===== config.mk =====
export PLATFORM = sky130hd
export DESIGN_NAME = starter_sequence_delay_timers
export DESIGN_NICKNAME = d
export VERILOG_FILES = /design/src/hdl/starter_seq_pkg.sv /design/src/hdl/delay_timer.sv /design/src/hdl/starter_sequence_delay_timers.sv
export VERILOG_INCLUDE_DIRS = /design/src /design/src/hdl
export SDC_FILE = /design/constraint.sdc
export NUM_CORES = 1
export LEC_CHECK = 0
export BUFFER_PORTS_ARGS = -buffer_cell sky130_fd_sc_hd__buf_2
export CAP_MARGIN = 15
export CORE_ASPECT_RATIO = 2
export CORE_UTILIZATION = 33
export CTS_CLUSTER_DIAMETER = 30
export DETAILED_ROUTE_END_ITERATION = 10
export GPL_ROUTABILITY_DRIVEN = 0
export PLACE_DENSITY = 0.54
export SLEW_MARGIN = 20
export SYNTH_ARGS = -nofsm -noshare
export SYNTH_HDL_FRONTEND = slang
export SYNTH_HIERARCHICAL = 1
export SYNTH_SLANG_ARGS = --single-unit

===== constraint.sdc =====
create_clock -name aclk -period 3.1 [get_ports aclk]
set_clock_uncertainty 0.2 [all_clocks]
set_input_delay 0.31 -clock aclk [delete_from_list [all_inputs] [get_ports aclk]]
set_output_delay 0.31 -clock aclk [all_outputs]
set_load 0.02 [all_outputs]

===== src/hdl/starter_seq_map.svh =====
// Register offsets, field positions, reset values and timing counts
`ifndef STARTER_SEQ_MAP_SVH
`define STARTER_SEQ_MAP_SVH

`define ADDR_CTRL 8'h00
`define ADDR_STATUS 8'h04
`define ADDR_IRQ_STATUS 8'h08
`define ADDR_IRQ_CLEAR 8'h0c
`define ADDR_IRQ_ENABLE 8'h10
`define ADDR_TIMERS 8'h14

`define CTRL_EN_BIT 0
`define CTRL_RESET 1'h1
`define IRQ_ENABLE_RESET 5'h00

`define IRQ_START_DONE 0
`define IRQ_AUX_DONE 1
`define IRQ_CAP_DONE 2
`define IRQ_FUSE 3
`define IRQ_FAULT 4
`define IRQ_W 5

`define DELAY_W 7
`define LINE_CYC_PER_SEC 6'h3c

`define RESP_OKAY 2'h0
`define RESP_SLVERR 2'h2

`endif


===== src/hdl/starter_seq_pkg.sv =====
// Types shared by the starter sequencing block
package starter_seq_pkg;

    typedef struct packed {
        logic start_cmd;
        logic fuse_ok;
        logic overload_ok;
        logic bypass_aux_nc;
        logic emerg_bypass;
        logic dual_ramp_in;
        logic cpu_fault;
        logic cpu_run;
        logic cpu_at_speed;
        logic line_sync;
    } pin_s;

    typedef struct packed {
        logic start_delay_unit_select;
        logic aux_delay_unit_select;
        logic cap_contactor_delay_unit_select;
        logic motor_protection_jumper;
        logic dual_adjust_switch;
        logic [6:0] start_delay_switch_bank;
        logic [6:0] aux_start_delay_switch_bank;
        logic [6:0] cap_contactor_delay_switch_bank;
    } cfg_s;

    typedef enum logic {
        CH_IDLE = 1'b0,
        CH_RESP = 1'b1
    } ch_state_e;

endpackage : starter_seq_pkg


===== src/hdl/delay_timer.sv =====
// One settable delay counting line cycles or seconds
`timescale 1ns/1ps
module delay_timer #(
    parameter int W = 7
) (
    input wire logic aclk,
    input wire logic aresetn,
    input wire logic arm,
    input wire logic unit_cycles,
    input wire logic cycle_tick,
    input wire logic sec_tick,
    input wire logic [W-1:0] preset,
    output logic done,
    output logic done_pulse,
    output logic [W-1:0] count
);
    generate
        if (W < 1 || W > 16) begin : g_bad_width
            $error("delay_timer width out of range");
        end
    endgenerate

    logic armed_q;
    logic done_q;
    logic pulse_q;
    logic [W-1:0] cnt_q;
    logic tick;
    logic finish;

    assign tick = unit_cycles ? cycle_tick : sec_tick;
    assign finish = armed_q && !done_q && tick && cnt_q == W'(1);

    always_ff @(posedge aclk) begin
        if (!aresetn || !arm) begin
            armed_q <= 1'b0;
            done_q <= 1'b0;
            cnt_q <= '0;
            pulse_q <= 1'b0;
        end else if (!armed_q) begin
            armed_q <= 1'b1;
            cnt_q <= preset;
            done_q <= preset == '0;
            pulse_q <= preset == '0;
        end else begin
            pulse_q <= finish;
            if (!done_q && tick) begin
                cnt_q <= cnt_q - W'(1);
                done_q <= cnt_q == W'(1);
            end
        end
    end

    assign done = done_q;
    assign done_pulse = pulse_q;
    assign count = cnt_q;
endmodule : delay_timer


===== src/hdl/starter_sequence_delay_timers.sv =====
// Starter sequencing, delay timers, interlocks and AXI4-Lite registers
`timescale 1ns/1ps
`include "starter_seq_map.svh"
module starter_sequence_delay_timers
    import starter_seq_pkg::*;
#(
    parameter int ADDR_W = 8
) (
    input wire logic aclk,
    input wire logic aresetn,
    input wire logic [ADDR_W-1:0] s_axi_awaddr,
    input wire logic s_axi_awvalid,
    output logic s_axi_awready,
    input wire logic [31:0] s_axi_wdata,
    input wire logic [3:0] s_axi_wstrb,
    input wire logic s_axi_wvalid,
    output logic s_axi_wready,
    output logic [1:0] s_axi_bresp,
    output logic s_axi_bvalid,
    input wire logic s_axi_bready,
    input wire logic [ADDR_W-1:0] s_axi_araddr,
    input wire logic s_axi_arvalid,
    output logic s_axi_arready,
    output logic [31:0] s_axi_rdata,
    output logic [1:0] s_axi_rresp,
    output logic s_axi_rvalid,
    input wire logic s_axi_rready,
    input wire pin_s pins,
    input wire cfg_s cfg,
    output logic cpu_start,
    output logic cpu_enable,
    output logic dual_ramp_out,
    output logic aux_start_contacts,
    output logic at_speed_contacts,
    output logic run_contacts,
    output logic bypass_contactor,
    output logic isolation_contactor,
    output logic power_factor_capacitor,
    output logic fuse_indicator,
    output logic fault_indicator,
    output logic start_indicator,
    output logic cap_timed_out_indicator,
    output logic delay_timed_out_indicator,
    output logic irq
);
    generate
        if (ADDR_W < 5 || ADDR_W > 32) begin : g_bad_addr
            $error("ADDR_W out of range");
        end
    endgenerate

    localparam int DW = `DELAY_W;

    // Pins and straps are asynchronous; two stages before any use
    pin_s pins_m_q;
    pin_s pins_s_q;
    cfg_s cfg_m_q;
    cfg_s cfg_s_q;

    always_ff @(posedge aclk) begin
        if (!aresetn) begin
            pins_m_q <= '0;
            pins_s_q <= '0;
            cfg_m_q <= '0;
            cfg_s_q <= '0;
        end else begin
            pins_m_q <= pins;
            pins_s_q <= pins_m_q;
            cfg_m_q <= cfg;
            cfg_s_q <= cfg_m_q;
        end
    end

    // Timebase from the 60 Hz line: one tick per line cycle
    logic line_prev_q;
    logic [5:0] sec_cnt_q;
    logic cycle_tick;
    logic sec_tick;

    assign cycle_tick = pins_s_q.line_sync && !line_prev_q;
    assign sec_tick = cycle_tick && sec_cnt_q == `LINE_CYC_PER_SEC - 6'h01;

    always_ff @(posedge aclk) begin
        if (!aresetn) begin
            line_prev_q <= 1'b0;
            sec_cnt_q <= '0;
        end else begin
            line_prev_q <= pins_s_q.line_sync;
            if (sec_tick) begin
                sec_cnt_q <= '0;
            end else if (cycle_tick) begin
                sec_cnt_q <= sec_cnt_q + 6'h01;
            end
        end
    end

    // Interlocks and start qualification
    logic ctrl_en_q;
    logic fuse_open;
    logic at_speed_fb;
    logic emerg;
    logic overload_trip;
    logic fault_any;
    logic start_ok;
    logic soft_start;
    logic direct_start;

    assign fuse_open = !pins_s_q.fuse_ok;
    assign at_speed_fb = !pins_s_q.bypass_aux_nc;
    assign emerg = pins_s_q.emerg_bypass;
    // Without the external overload contact, bypass has no protection
    assign overload_trip = emerg && !pins_s_q.overload_ok;
    assign fault_any = pins_s_q.cpu_fault || fuse_open || overload_trip;
    assign start_ok = pins_s_q.start_cmd && ctrl_en_q && !fault_any;
    assign soft_start = start_ok && !emerg;
    assign direct_start = start_ok && emerg;

    logic start_done;
    logic aux_done;
    logic cap_done;
    logic start_pulse;
    logic aux_pulse;
    logic cap_pulse;
    logic [DW-1:0] start_cnt;
    logic [DW-1:0] aux_cnt;
    logic [DW-1:0] cap_cnt;

    // Jumper absent reads 0, which selects seconds
    delay_timer #(.W(DW)) u_start_delay (
        .aclk(aclk),
        .aresetn(aresetn),
        .arm(soft_start),
        .unit_cycles(cfg_s_q.start_delay_unit_select),
        .cycle_tick(cycle_tick),
        .sec_tick(sec_tick),
        .preset(cfg_s_q.start_delay_switch_bank),
        .done(start_done),
        .done_pulse(start_pulse),
        .count(start_cnt)
    );

    delay_timer #(.W(DW)) u_aux_delay (
        .aclk(aclk),
        .aresetn(aresetn),
        .arm(start_ok),
        .unit_cycles(cfg_s_q.aux_delay_unit_select),
        .cycle_tick(cycle_tick),
        .sec_tick(sec_tick),
        .preset(cfg_s_q.aux_start_delay_switch_bank),
        .done(aux_done),
        .done_pulse(aux_pulse),
        .count(aux_cnt)
    );

    delay_timer #(.W(DW)) u_cap_delay (
        .aclk(aclk),
        .aresetn(aresetn),
        .arm(start_ok && at_speed_fb),
        .unit_cycles(cfg_s_q.cap_contactor_delay_unit_select),
        .cycle_tick(cycle_tick),
        .sec_tick(sec_tick),
        .preset(cfg_s_q.cap_contactor_delay_switch_bank),
        .done(cap_done),
        .done_pulse(cap_pulse),
        .count(cap_cnt)
    );

    // Contact and indicator outputs, all registered
    logic at_speed_cmd;
    logic run_hold;

    assign at_speed_cmd = soft_start && pins_s_q.cpu_at_speed;
    // Run stays on after start drops, for the deceleration ramp
    assign run_hold = pins_s_q.cpu_run && !fault_any;

    always_ff @(posedge aclk) begin
        if (!aresetn) begin
            cpu_start <= 1'b0;
            cpu_enable <= 1'b1;
            dual_ramp_out <= 1'b0;
            aux_start_contacts <= 1'b0;
            at_speed_contacts <= 1'b0;
            run_contacts <= 1'b0;
            bypass_contactor <= 1'b0;
            isolation_contactor <= 1'b0;
            power_factor_capacitor <= 1'b0;
        end else begin
            cpu_start <= start_done;
            cpu_enable <= !(emerg && cfg_s_q.motor_protection_jumper);
            dual_ramp_out <= cfg_s_q.dual_adjust_switch
                && pins_s_q.dual_ramp_in;
            aux_start_contacts <= aux_done;
            at_speed_contacts <= at_speed_cmd;
            run_contacts <= run_hold;
            bypass_contactor <= at_speed_cmd || direct_start;
            isolation_contactor <= run_hold || direct_start;
            power_factor_capacitor <= cap_done;
        end
    end

    always_ff @(posedge aclk) begin
        if (!aresetn) begin
            fuse_indicator <= 1'b0;
            fault_indicator <= 1'b0;
            start_indicator <= 1'b0;
            cap_timed_out_indicator <= 1'b0;
            delay_timed_out_indicator <= 1'b0;
        end else begin
            fuse_indicator <= fuse_open;
            fault_indicator <= fault_any;
            start_indicator <= start_ok;
            cap_timed_out_indicator <= cap_done;
            delay_timed_out_indicator <= aux_done;
        end
    end

    // Interrupt events: timer expiries and rising fault conditions
    logic fuse_prev_q;
    logic fault_prev_q;
    logic [`IRQ_W-1:0] irq_ev;
    logic [`IRQ_W-1:0] irq_status_q;
    logic [`IRQ_W-1:0] irq_enable_q;
    logic [`IRQ_W-1:0] irq_clear;

    always_comb begin
        irq_ev = '0;
        irq_ev[`IRQ_START_DONE] = start_pulse;
        irq_ev[`IRQ_AUX_DONE] = aux_pulse;
        irq_ev[`IRQ_CAP_DONE] = cap_pulse;
        irq_ev[`IRQ_FUSE] = fuse_open && !fuse_prev_q;
        irq_ev[`IRQ_FAULT] = fault_any && !fault_prev_q;
    end

    always_ff @(posedge aclk) begin
        if (!aresetn) begin
            // Synced pins reset low, so both conditions read true at first
            fuse_prev_q <= 1'b1;
            fault_prev_q <= 1'b1;
            irq_status_q <= '0;
        end else begin
            fuse_prev_q <= fuse_open;
            fault_prev_q <= fault_any;
            // A new event in the clearing cycle survives
            irq_status_q <= (irq_status_q & ~irq_clear) | irq_ev;
        end
    end

    assign irq = |(irq_status_q & irq_enable_q);

    // AXI4-Lite write channel: address and data taken in either order
    ch_state_e wr_st_q;
    logic aw_held_q;
    logic w_held_q;
    logic [ADDR_W-1:0] aw_addr_q;
    logic [31:0] w_data_q;
    logic [3:0] w_strb_q;
    logic [1:0] bresp_q;
    logic do_write;
    logic [7:0] wa;

    assign s_axi_awready = !aw_held_q && wr_st_q == CH_IDLE;
    assign s_axi_wready = !w_held_q && wr_st_q == CH_IDLE;
    assign do_write = aw_held_q && w_held_q;
    assign wa = 8'({aw_addr_q[ADDR_W-1:2], 2'b00});
    assign s_axi_bvalid = wr_st_q == CH_RESP;
    assign s_axi_bresp = bresp_q;

    always_ff @(posedge aclk) begin
        if (!aresetn) begin
            wr_st_q <= CH_IDLE;
            aw_held_q <= 1'b0;
            w_held_q <= 1'b0;
            aw_addr_q <= '0;
            w_data_q <= '0;
            w_strb_q <= '0;
            bresp_q <= `RESP_OKAY;
        end else begin
            if (s_axi_awvalid && s_axi_awready) begin
                aw_held_q <= 1'b1;
                aw_addr_q <= s_axi_awaddr;
            end
            if (s_axi_wvalid && s_axi_wready) begin
                w_held_q <= 1'b1;
                w_data_q <= s_axi_wdata;
                w_strb_q <= s_axi_wstrb;
            end
            case (wr_st_q)
                CH_IDLE: begin
                    if (do_write) begin
                        aw_held_q <= 1'b0;
                        w_held_q <= 1'b0;
                        wr_st_q <= CH_RESP;
                        case (wa)
                            `ADDR_CTRL, `ADDR_IRQ_CLEAR,
                            `ADDR_IRQ_ENABLE: bresp_q <= `RESP_OKAY;
                            default: bresp_q <= `RESP_SLVERR;
                        endcase
                    end
                end
                CH_RESP: begin
                    if (s_axi_bready) begin
                        wr_st_q <= CH_IDLE;
                    end
                end
                default: wr_st_q <= CH_IDLE;
            endcase
        end
    end

    logic wr_lane0;

    assign wr_lane0 = do_write && wr_st_q == CH_IDLE && w_strb_q[0];
    assign irq_clear = (wr_lane0 && wa == `ADDR_IRQ_CLEAR)
        ? w_data_q[`IRQ_W-1:0] : '0;

    always_ff @(posedge aclk) begin
        if (!aresetn) begin
            ctrl_en_q <= `CTRL_RESET;
            irq_enable_q <= `IRQ_ENABLE_RESET;
        end else if (wr_lane0) begin
            if (wa == `ADDR_CTRL) begin
                ctrl_en_q <= w_data_q[`CTRL_EN_BIT];
            end
            if (wa == `ADDR_IRQ_ENABLE) begin
                irq_enable_q <= w_data_q[`IRQ_W-1:0];
            end
        end
    end

    // AXI4-Lite read channel
    ch_state_e rd_st_q;
    logic [31:0] rdata_q;
    logic [1:0] rresp_q;
    logic [31:0] rd_mux;
    logic [1:0] rd_resp;
    logic [7:0] ra;

    assign ra = 8'({s_axi_araddr[ADDR_W-1:2], 2'b00});
    assign s_axi_arready = rd_st_q == CH_IDLE;
    assign s_axi_rvalid = rd_st_q == CH_RESP;
    assign s_axi_rdata = rdata_q;
    assign s_axi_rresp = rresp_q;

    always_comb begin
        rd_mux = '0;
        rd_resp = `RESP_OKAY;
        case (ra)
            `ADDR_CTRL: rd_mux[`CTRL_EN_BIT] = ctrl_en_q;
            `ADDR_STATUS: rd_mux[11:0] = {start_ok, emerg, at_speed_fb,
                fuse_open, fault_any, cpu_enable, run_contacts,
                isolation_contactor, bypass_contactor,
                power_factor_capacitor, aux_start_contacts, cpu_start};
            `ADDR_IRQ_STATUS: rd_mux[`IRQ_W-1:0] = irq_status_q;
            `ADDR_IRQ_CLEAR: rd_mux = '0;
            `ADDR_IRQ_ENABLE: rd_mux[`IRQ_W-1:0] = irq_enable_q;
            `ADDR_TIMERS: rd_mux[22:0] = {cap_cnt, 1'b0, aux_cnt, 1'b0,
                start_cnt};
            default: rd_resp = `RESP_SLVERR;
        endcase
    end

    always_ff @(posedge aclk) begin
        if (!aresetn) begin
            rd_st_q <= CH_IDLE;
            rdata_q <= '0;
            rresp_q <= `RESP_OKAY;
        end else begin
            case (rd_st_q)
                CH_IDLE: begin
                    if (s_axi_arvalid) begin
                        rdata_q <= rd_mux;
                        rresp_q <= rd_resp;
                        rd_st_q <= CH_RESP;
                    end
                end
                CH_RESP: begin
                    if (s_axi_rready) begin
                        rd_st_q <= CH_IDLE;
                    end
                end
                default: rd_st_q <= CH_IDLE;
            endcase
        end
    end
endmodule : starter_sequence_delay_timers


# After elaboration in Yosys (flattened, before gate mapping)
# Index checks and enable logic that the tools add are counted.
[op_classes] n_lt_le_gt_ge=0 bitwise_logic=7 mul=0 n_mux=40 shifts=0 n_reduce_logical=72 n_eq_ne=14 n_div=0 add_sub_neg=4
[ops] cell="$mux 7" count=6
[ops] cell="$logic_and 1x1->1" count=34
[ops] cell="$mux 1" count=25
[ops] cell="$eq 7x1->1 const B" count=3
[ops] cell="$logic_not 7->1" count=3
[ops] cell="$sub 7x1->7 const B" count=3
[ops] cell="$eq 6x2->1 const B" count=3
[ops] cell="$eq 6x3->1 const B" count=3
[ops] cell="$logic_not 1->1" count=18
[ops] cell="$logic_not 8->1" count=2
[ops] cell="$pmux 4 s4" count=1
[ops] cell="$pmux 7 s2" count=1
[ops] cell="$mux 11" count=1
[ops] cell="$and 5x5->5" count=2
[ops] cell="$reduce_and 2->1" count=4
[ops] cell="$logic_or 1x1->1" count=7
[ops] cell="$add 6x1->6 const B" count=1
[ops] cell="$eq 6x1->1 const B" count=1
[ops] cell="$eq 6x6->1 const B" count=1
[ops] cell="$ne 2x2->1 const B" count=3
[ops] cell="$reduce_or 6->1" count=1
[ops] cell="$mux 5" count=1
[ops] cell="$not 5->5" count=1
[ops] cell="$or 5x5->5" count=1
[ops] cell="7 further kinds" count=11
[totals] mem_bits_rw=0 word_cells=214 rom_bits=0 latchBits=0 memories=0 inputBits=95 register_bits=179 output_inout_bits=56

# Depth between registers and ports, before layout
[depth] depth_word=9 mapped_depth=8 ltp_nobuf=7

# Modules after synthesis
# The synthesis kept the hierarchy.
[by_module_without_submodules] module="starter_sequence_delay_timers" instances=1 seq_area_each_um2=2882.8 area_each_um2=5038.6 cells_per_inst=486
[by_module_without_submodules] module="delay_timer" instances=3 seq_area_each_um2=200.2 area_each_um2=539.3 cells_per_inst=62

# Least setup slack after synthesis
# OpenSTA, ideal clock, no wires.
[synth_path] path_kind="register -> register" startpoint="reg pins_s_q[0] (netlist name)" endpoint="reg u_aux_delay.cnt_q[4] (netlist: u_aux_delay/count[4])" path_stages_with_launch=8 n_path_buf=1 setup_time_ns=0.074 arrival_ns=2.009 required_time_ns=2.826 period_less_slack_ns=2.283 slack_ns=0.817 path_cell_list="dfxtp_1 nor2b_1 buf_2 nand2_1 nor4_1 mux2i_1 or4b_2 a31oi_1"
[synth_between] elab_chain_len=5
[synth_lines] element="start, declared" line="starter_sequence_delay_timers.sv:56" source="pin_s pins_s_q;"
[synth_lines] element="start signal, assigned" line="starter_sequence_delay_timers.sv:68" source="pins_s_q <= pins_m_q;"
[synth_lines] element="$logic_and 1x1->1" line="starter_sequence_delay_timers.sv:80" source="assign cycle_tick = pins_s_q.line_sync && !line_prev_q;"
[synth_lines] element="net cycle_tick" line="starter_sequence_delay_timers.sv:77" source="logic cycle_tick;"
[synth_lines] element="$logic_and 1x1->1" line="starter_sequence_delay_timers.sv:81" source="assign sec_tick = cycle_tick && sec_cnt_q == `LINE_CYC_PER_SEC - 6'h01;"
[synth_lines] element="net sec_tick" line="starter_sequence_delay_timers.sv:78" source="logic sec_tick;"
[synth_lines] element="$mux 1" line="delay_timer.sv:30" source="assign tick = unit_cycles ? cycle_tick : sec_tick;"
[synth_lines] element="$logic_and 1x1->1" line="delay_timer.sv:46" source="if (!done_q && tick) begin"
[synth_lines] element="$ne 2x2->1 (no line)"
[synth_lines] element="end signal, assigned" line="delay_timer.sv:41" source="cnt_q <= preset;"
[synth_lines] element="end signal, assigned" line="delay_timer.sv:47" source="cnt_q <= cnt_q - W'(1);"
[synth_lines] element="end, declared" line="delay_timer.sv:26" source="logic [W-1:0] cnt_q;"
# The timed path passes the listed nets, and every way through them passes these cells.
# A chain may end at the register's enable or synchronous reset.

# Worst setup path after layout
[layout_path] startpoint="reg sec_cnt_q[0]" endpoint="reg u_start_delay.cnt_q[4] (netlist: u_start_delay/count[4])"
[layout_between] elab_chain_len=5
[layout_lines] element="start, declared" line="starter_sequence_delay_timers.sv:76" source="logic [5:0] sec_cnt_q;"
[layout_lines] element="start signal, assigned" line="starter_sequence_delay_timers.sv:92" source="sec_cnt_q <= sec_cnt_q + 6'h01;"
[layout_lines] element="$eq 6x6->1" line="starter_sequence_delay_timers.sv:81"
[layout_lines] element="$logic_and 1x1->1" line="starter_sequence_delay_timers.sv:81"
[layout_lines] element="net sec_tick" line="starter_sequence_delay_timers.sv:78"
[layout_lines] element="$mux 1" line="delay_timer.sv:30"
[layout_lines] element="$logic_and 1x1->1" line="delay_timer.sv:46"
[layout_lines] element="$ne 2x2->1 (no line)"
[layout_lines] element="end signal, assigned" line="delay_timer.sv:41"
[layout_lines] element="end signal, assigned" line="delay_timer.sv:47"
[layout_lines] element="end, declared" line="delay_timer.sv:26"
# The timed path passes the listed nets, and every way through them passes these cells.

==> flow_summary.toml <==
[global_route]
grt_max_degree = 67
grt-ovfl-total = 0
grt.total_usage = 0.160
grt_pass1_wl_mm = 25.2
antenna_found_initial = 1
first_global_vias = 5102

[timing]
slew_viol_final = 0
worstMarginPinSlew_ns = 1.04
slew_headroom = 0.286
grt_setup_unrepaired = "no"
finalSetupViolations = 0
fin_setup_tns_ns = 0
finalCritPeriodShare = 0.870
fin_crit_ns = 2.70
hold_violations = 0
fmaxAchievable_mhz = 371

[detailed_routing]
firstDrtPassIters = 6
antenna_left = 0
vias_per_cell = 4.77
route.detailed.drc = 0
routed_wl_mm = 15.9
drtIter0Drc = 161
vias = 5211
wl_per_cell_microns = 14.6

[job]
drv_cap = 0

[die]
die_w_microns = 102
core.rowCount = 73
core_area_sq_mm = 0.0198
start_util = 0.336
ios = 151
die_area_sq_mm = 0.0208
fp.dieH_microns = 203

[setup_path]
crit_path_end_kind = "flop"
worst_setup_path_start_kind = "flop"
crit_path_max_incr_delay_ns = 0.74
reg2reg_slack_ns = 0.40
path_max_fanout = 15
crit_slowest_cell = "or4b_2"
r2r_start = "sec_cnt_q[0]$_SDFFE_PP0P_"
critPathKind = "flop to flop"
cp.arrival_ns = 2.85
crit_chain = "ha_1 -> nand2_1 -> nor4_1 -> mux2i_1 -> or4b_2 -> a31oi_1"
critPathTopFamily = "simple AND/OR/NAND/NOR gates"
r2r-end = "u_start_delay/count[4]$_SDFFE_PN0P_"
cp_num_cells = 6
crit_buf_inv = 0
r2r_cells = 6
cp.required_ns = 3.26

[synthesis]
synth-seq-cells = 174
avgSynthCellArea_sq_um = 9.91
seq_area_frac_synth = 0.523
ys_types = 60
synthTopCellsByCount = "174 x dfxtp_1, 79 x and2_1, 44 x o21ai_0, 30 x nand2_1"
synth_edf_count = 0
synth_async_sr_flop_share = 0
syn-cell-area_sq_mm = 0.00666
synth_top_area_share = 0.523
yosys.area.top_type = "dfxtp_1"
netlist_instances = 672
yosysWarnings = 6
synthTopCellsByArea = "dfxtp_1 52%, and2_1 7.4%, o21ai_0 3.3%, mux2i_1 3.2%, nand3_1 2.0%"
synth_most_common_cell = "dfxtp_1"
synth_top_flop_cell = "dfxtp_1"

[worst_hold_path]
hp-class = "input pin to flop"
hold_depth = 3
min_to = "s_axi_rresp[1]$_SDFFE_PN0P_"
min-delay-start = "s_axi_araddr[6]"

[power_and_ir_drop]
p_leak_nw = 3.36
power.density_mw_per_mm2 = 573
vdd_drop_max_v = 0.000323

[cts]
cts_buffers = 17
tritoncts = "done"
clkTransAtPathRegs_ns = 0.07
clk_latency_ns = 0.43
h-tree-depth = 4
clockBufferDepth = 2
cts_root_buf = "clkbuf_16"
clock_sinks = 174

[layout]
drive_above_1_share = 0.200
area_growth_pct = 26.3
fin_cells = 1092
nets = 918
nFillCells = 2011
seqCellArea_sq_mm = 0.00348
multi_input_area_sq_mm = 0.00285

[placement]
dpl.hpwl_mm = 11.3
port_buffers = 104
dp.cells = 1008

[status]
outcome = "completed"
cells in the final DEF (no fill, tap or decap), drive strengths merged, types with 4 or more instances in the layout:
cell type | synthesis | routed
o31ai | 9 | 9
nor2b | 17 | 17
dfxtp | 174 | 174
nand3 | 28 | 28
o21a | 4 | 4
buf | 20 | 110
nand2b | 10 | 10
nand2 | 30 | 30
a21boi | 13 | 13
or4b | 4 | 4
mux2i | 21 | 21
a21oi | 9 | 9
nor3 | 15 | 15
or2 | 5 | 5
dlygate4sd3 | 0 | 51
o41ai | 4 | 4
nand3b | 8 | 8
ha | 7 | 7
clkbuf | 27 | 17
a31oi | 19 | 19
or4 | 15 | 15
o21ai | 46 | 46
clkinv | 3 | 6
and2 | 79 | 79
nor4 | 9 | 9
inv | 16 | 27
a221oi | 10 | 10
nor2 | 28 | 28
or3 | 12 | 12
conb | 1 | 12
through the flow:
stage	hold WS [ns]	utilization	setup WS, ns	area [sq um]	power, mW
after floorplan	0.167	-	0.817	6700	2.59
after global placement	0.171	0.368	0.510	7300	2.67
after detailed placement	0.181	0.368	0.414	7300	2.68
after CTS	0.00686	0.424	0.408	8400	4.89
after global routing	0.0407	0.424	0.183	8410	5.01
final	0.0236	0.424	0.402	8410	4.82
worst register-to-register path: stages (launching register included):
cell     delay (ns)
dfxtp_1        0.37
ha_1           0.18
nand2_1        0.10
nor4_1         0.43
mux2i_1        0.45
or4b_2         0.75
a31oi_1        0.16
state kept, by name, indices dropped and copies added, names as in the netlist, 5 cells and up:
register             flops
aw_addr_q                6
cfg_m_q                 26
u_aux_delay/count        7
w_data_q                 5
sec_cnt_q                6
irq_status_q             5
u_cap_delay/count        7
pins_s_q                 9
s_axi_rdata             22
u_start_delay/count      7
pins_m_q                10
irq_enable_q             5
cfg_s_q                 26
timing repair:
action / in CTS / in global routing
gates resized for setup: 0 / 0
endpoints found under the hold margin: 50 / 0
hold buffers: 51 / 0
setup buffers: 0 / 0
cells by family after synthesis:
group / synth area share
AND/OR/NAND/NOR: 0.241
flip-flops: 0.523
AO/OA/AOI/OAI: 0.128
buffers and inverters: 0.0543
multiplexers: 0.0333
adder cells (fa/ha/maj): 0.0132
XOR/XNOR: 0.00658
other: 0.000563
worst max-delay path by stage:
stage	slack, ns	to	from
2_1_floorplan	0.82	u_aux_delay/count[4]$_SDFFE_PN0P_	pins_s_q[0]$_SDFF_PN0_
3_3_place_gp	0.51	u_start_delay/count[4]$_SDFFE_PN0P_	sec_cnt_q[0]$_SDFFE_PP0P_
3_5_place_dp	0.41	u_start_delay/count[4]$_SDFFE_PN0P_	sec_cnt_q[0]$_SDFFE_PP0P_
4_1_cts	0.41	u_start_delay/count[4]$_SDFFE_PN0P_	sec_cnt_q[0]$_SDFFE_PP0P_
5_1_grt	0.18	u_start_delay/count[6]$_SDFFE_PN0P_	sec_cnt_q[0]$_SDFFE_PP0P_
6_report	0.40	u_start_delay/count[4]$_SDFFE_PN0P_	sec_cnt_q[0]$_SDFFE_PP0P_
per-layer routing:
metal	GRT usage	wire length, microns	share of wire	vias up
met2	0.304	8820	0.55	104
met1	0.165	6280	0.39	2456
met4	0.0719	430	0.027	0
met5	0	0	0	-
met3	0.0269	387	0.024	22
li1	-	-	-	2629
where the power goes:
part	internal (mW)	total (mW)	switching, mW
registers	2.31	2.34	0.0371
logic	0.160	0.326	0.166
clock network	1.15	2.15	0.993
final cells by class:
cell class                 instances  share of cell area
multi-input combinational        443               0.339
clock inverter                    15              0.0195
tap                              262              0.0390
timing repair buffer             161               0.128
clock buffer                      17              0.0506
antenna                            1            0.000298
sequential                       174               0.414
inverter                          19             0.00848
(Power assumes the default switching activity.)
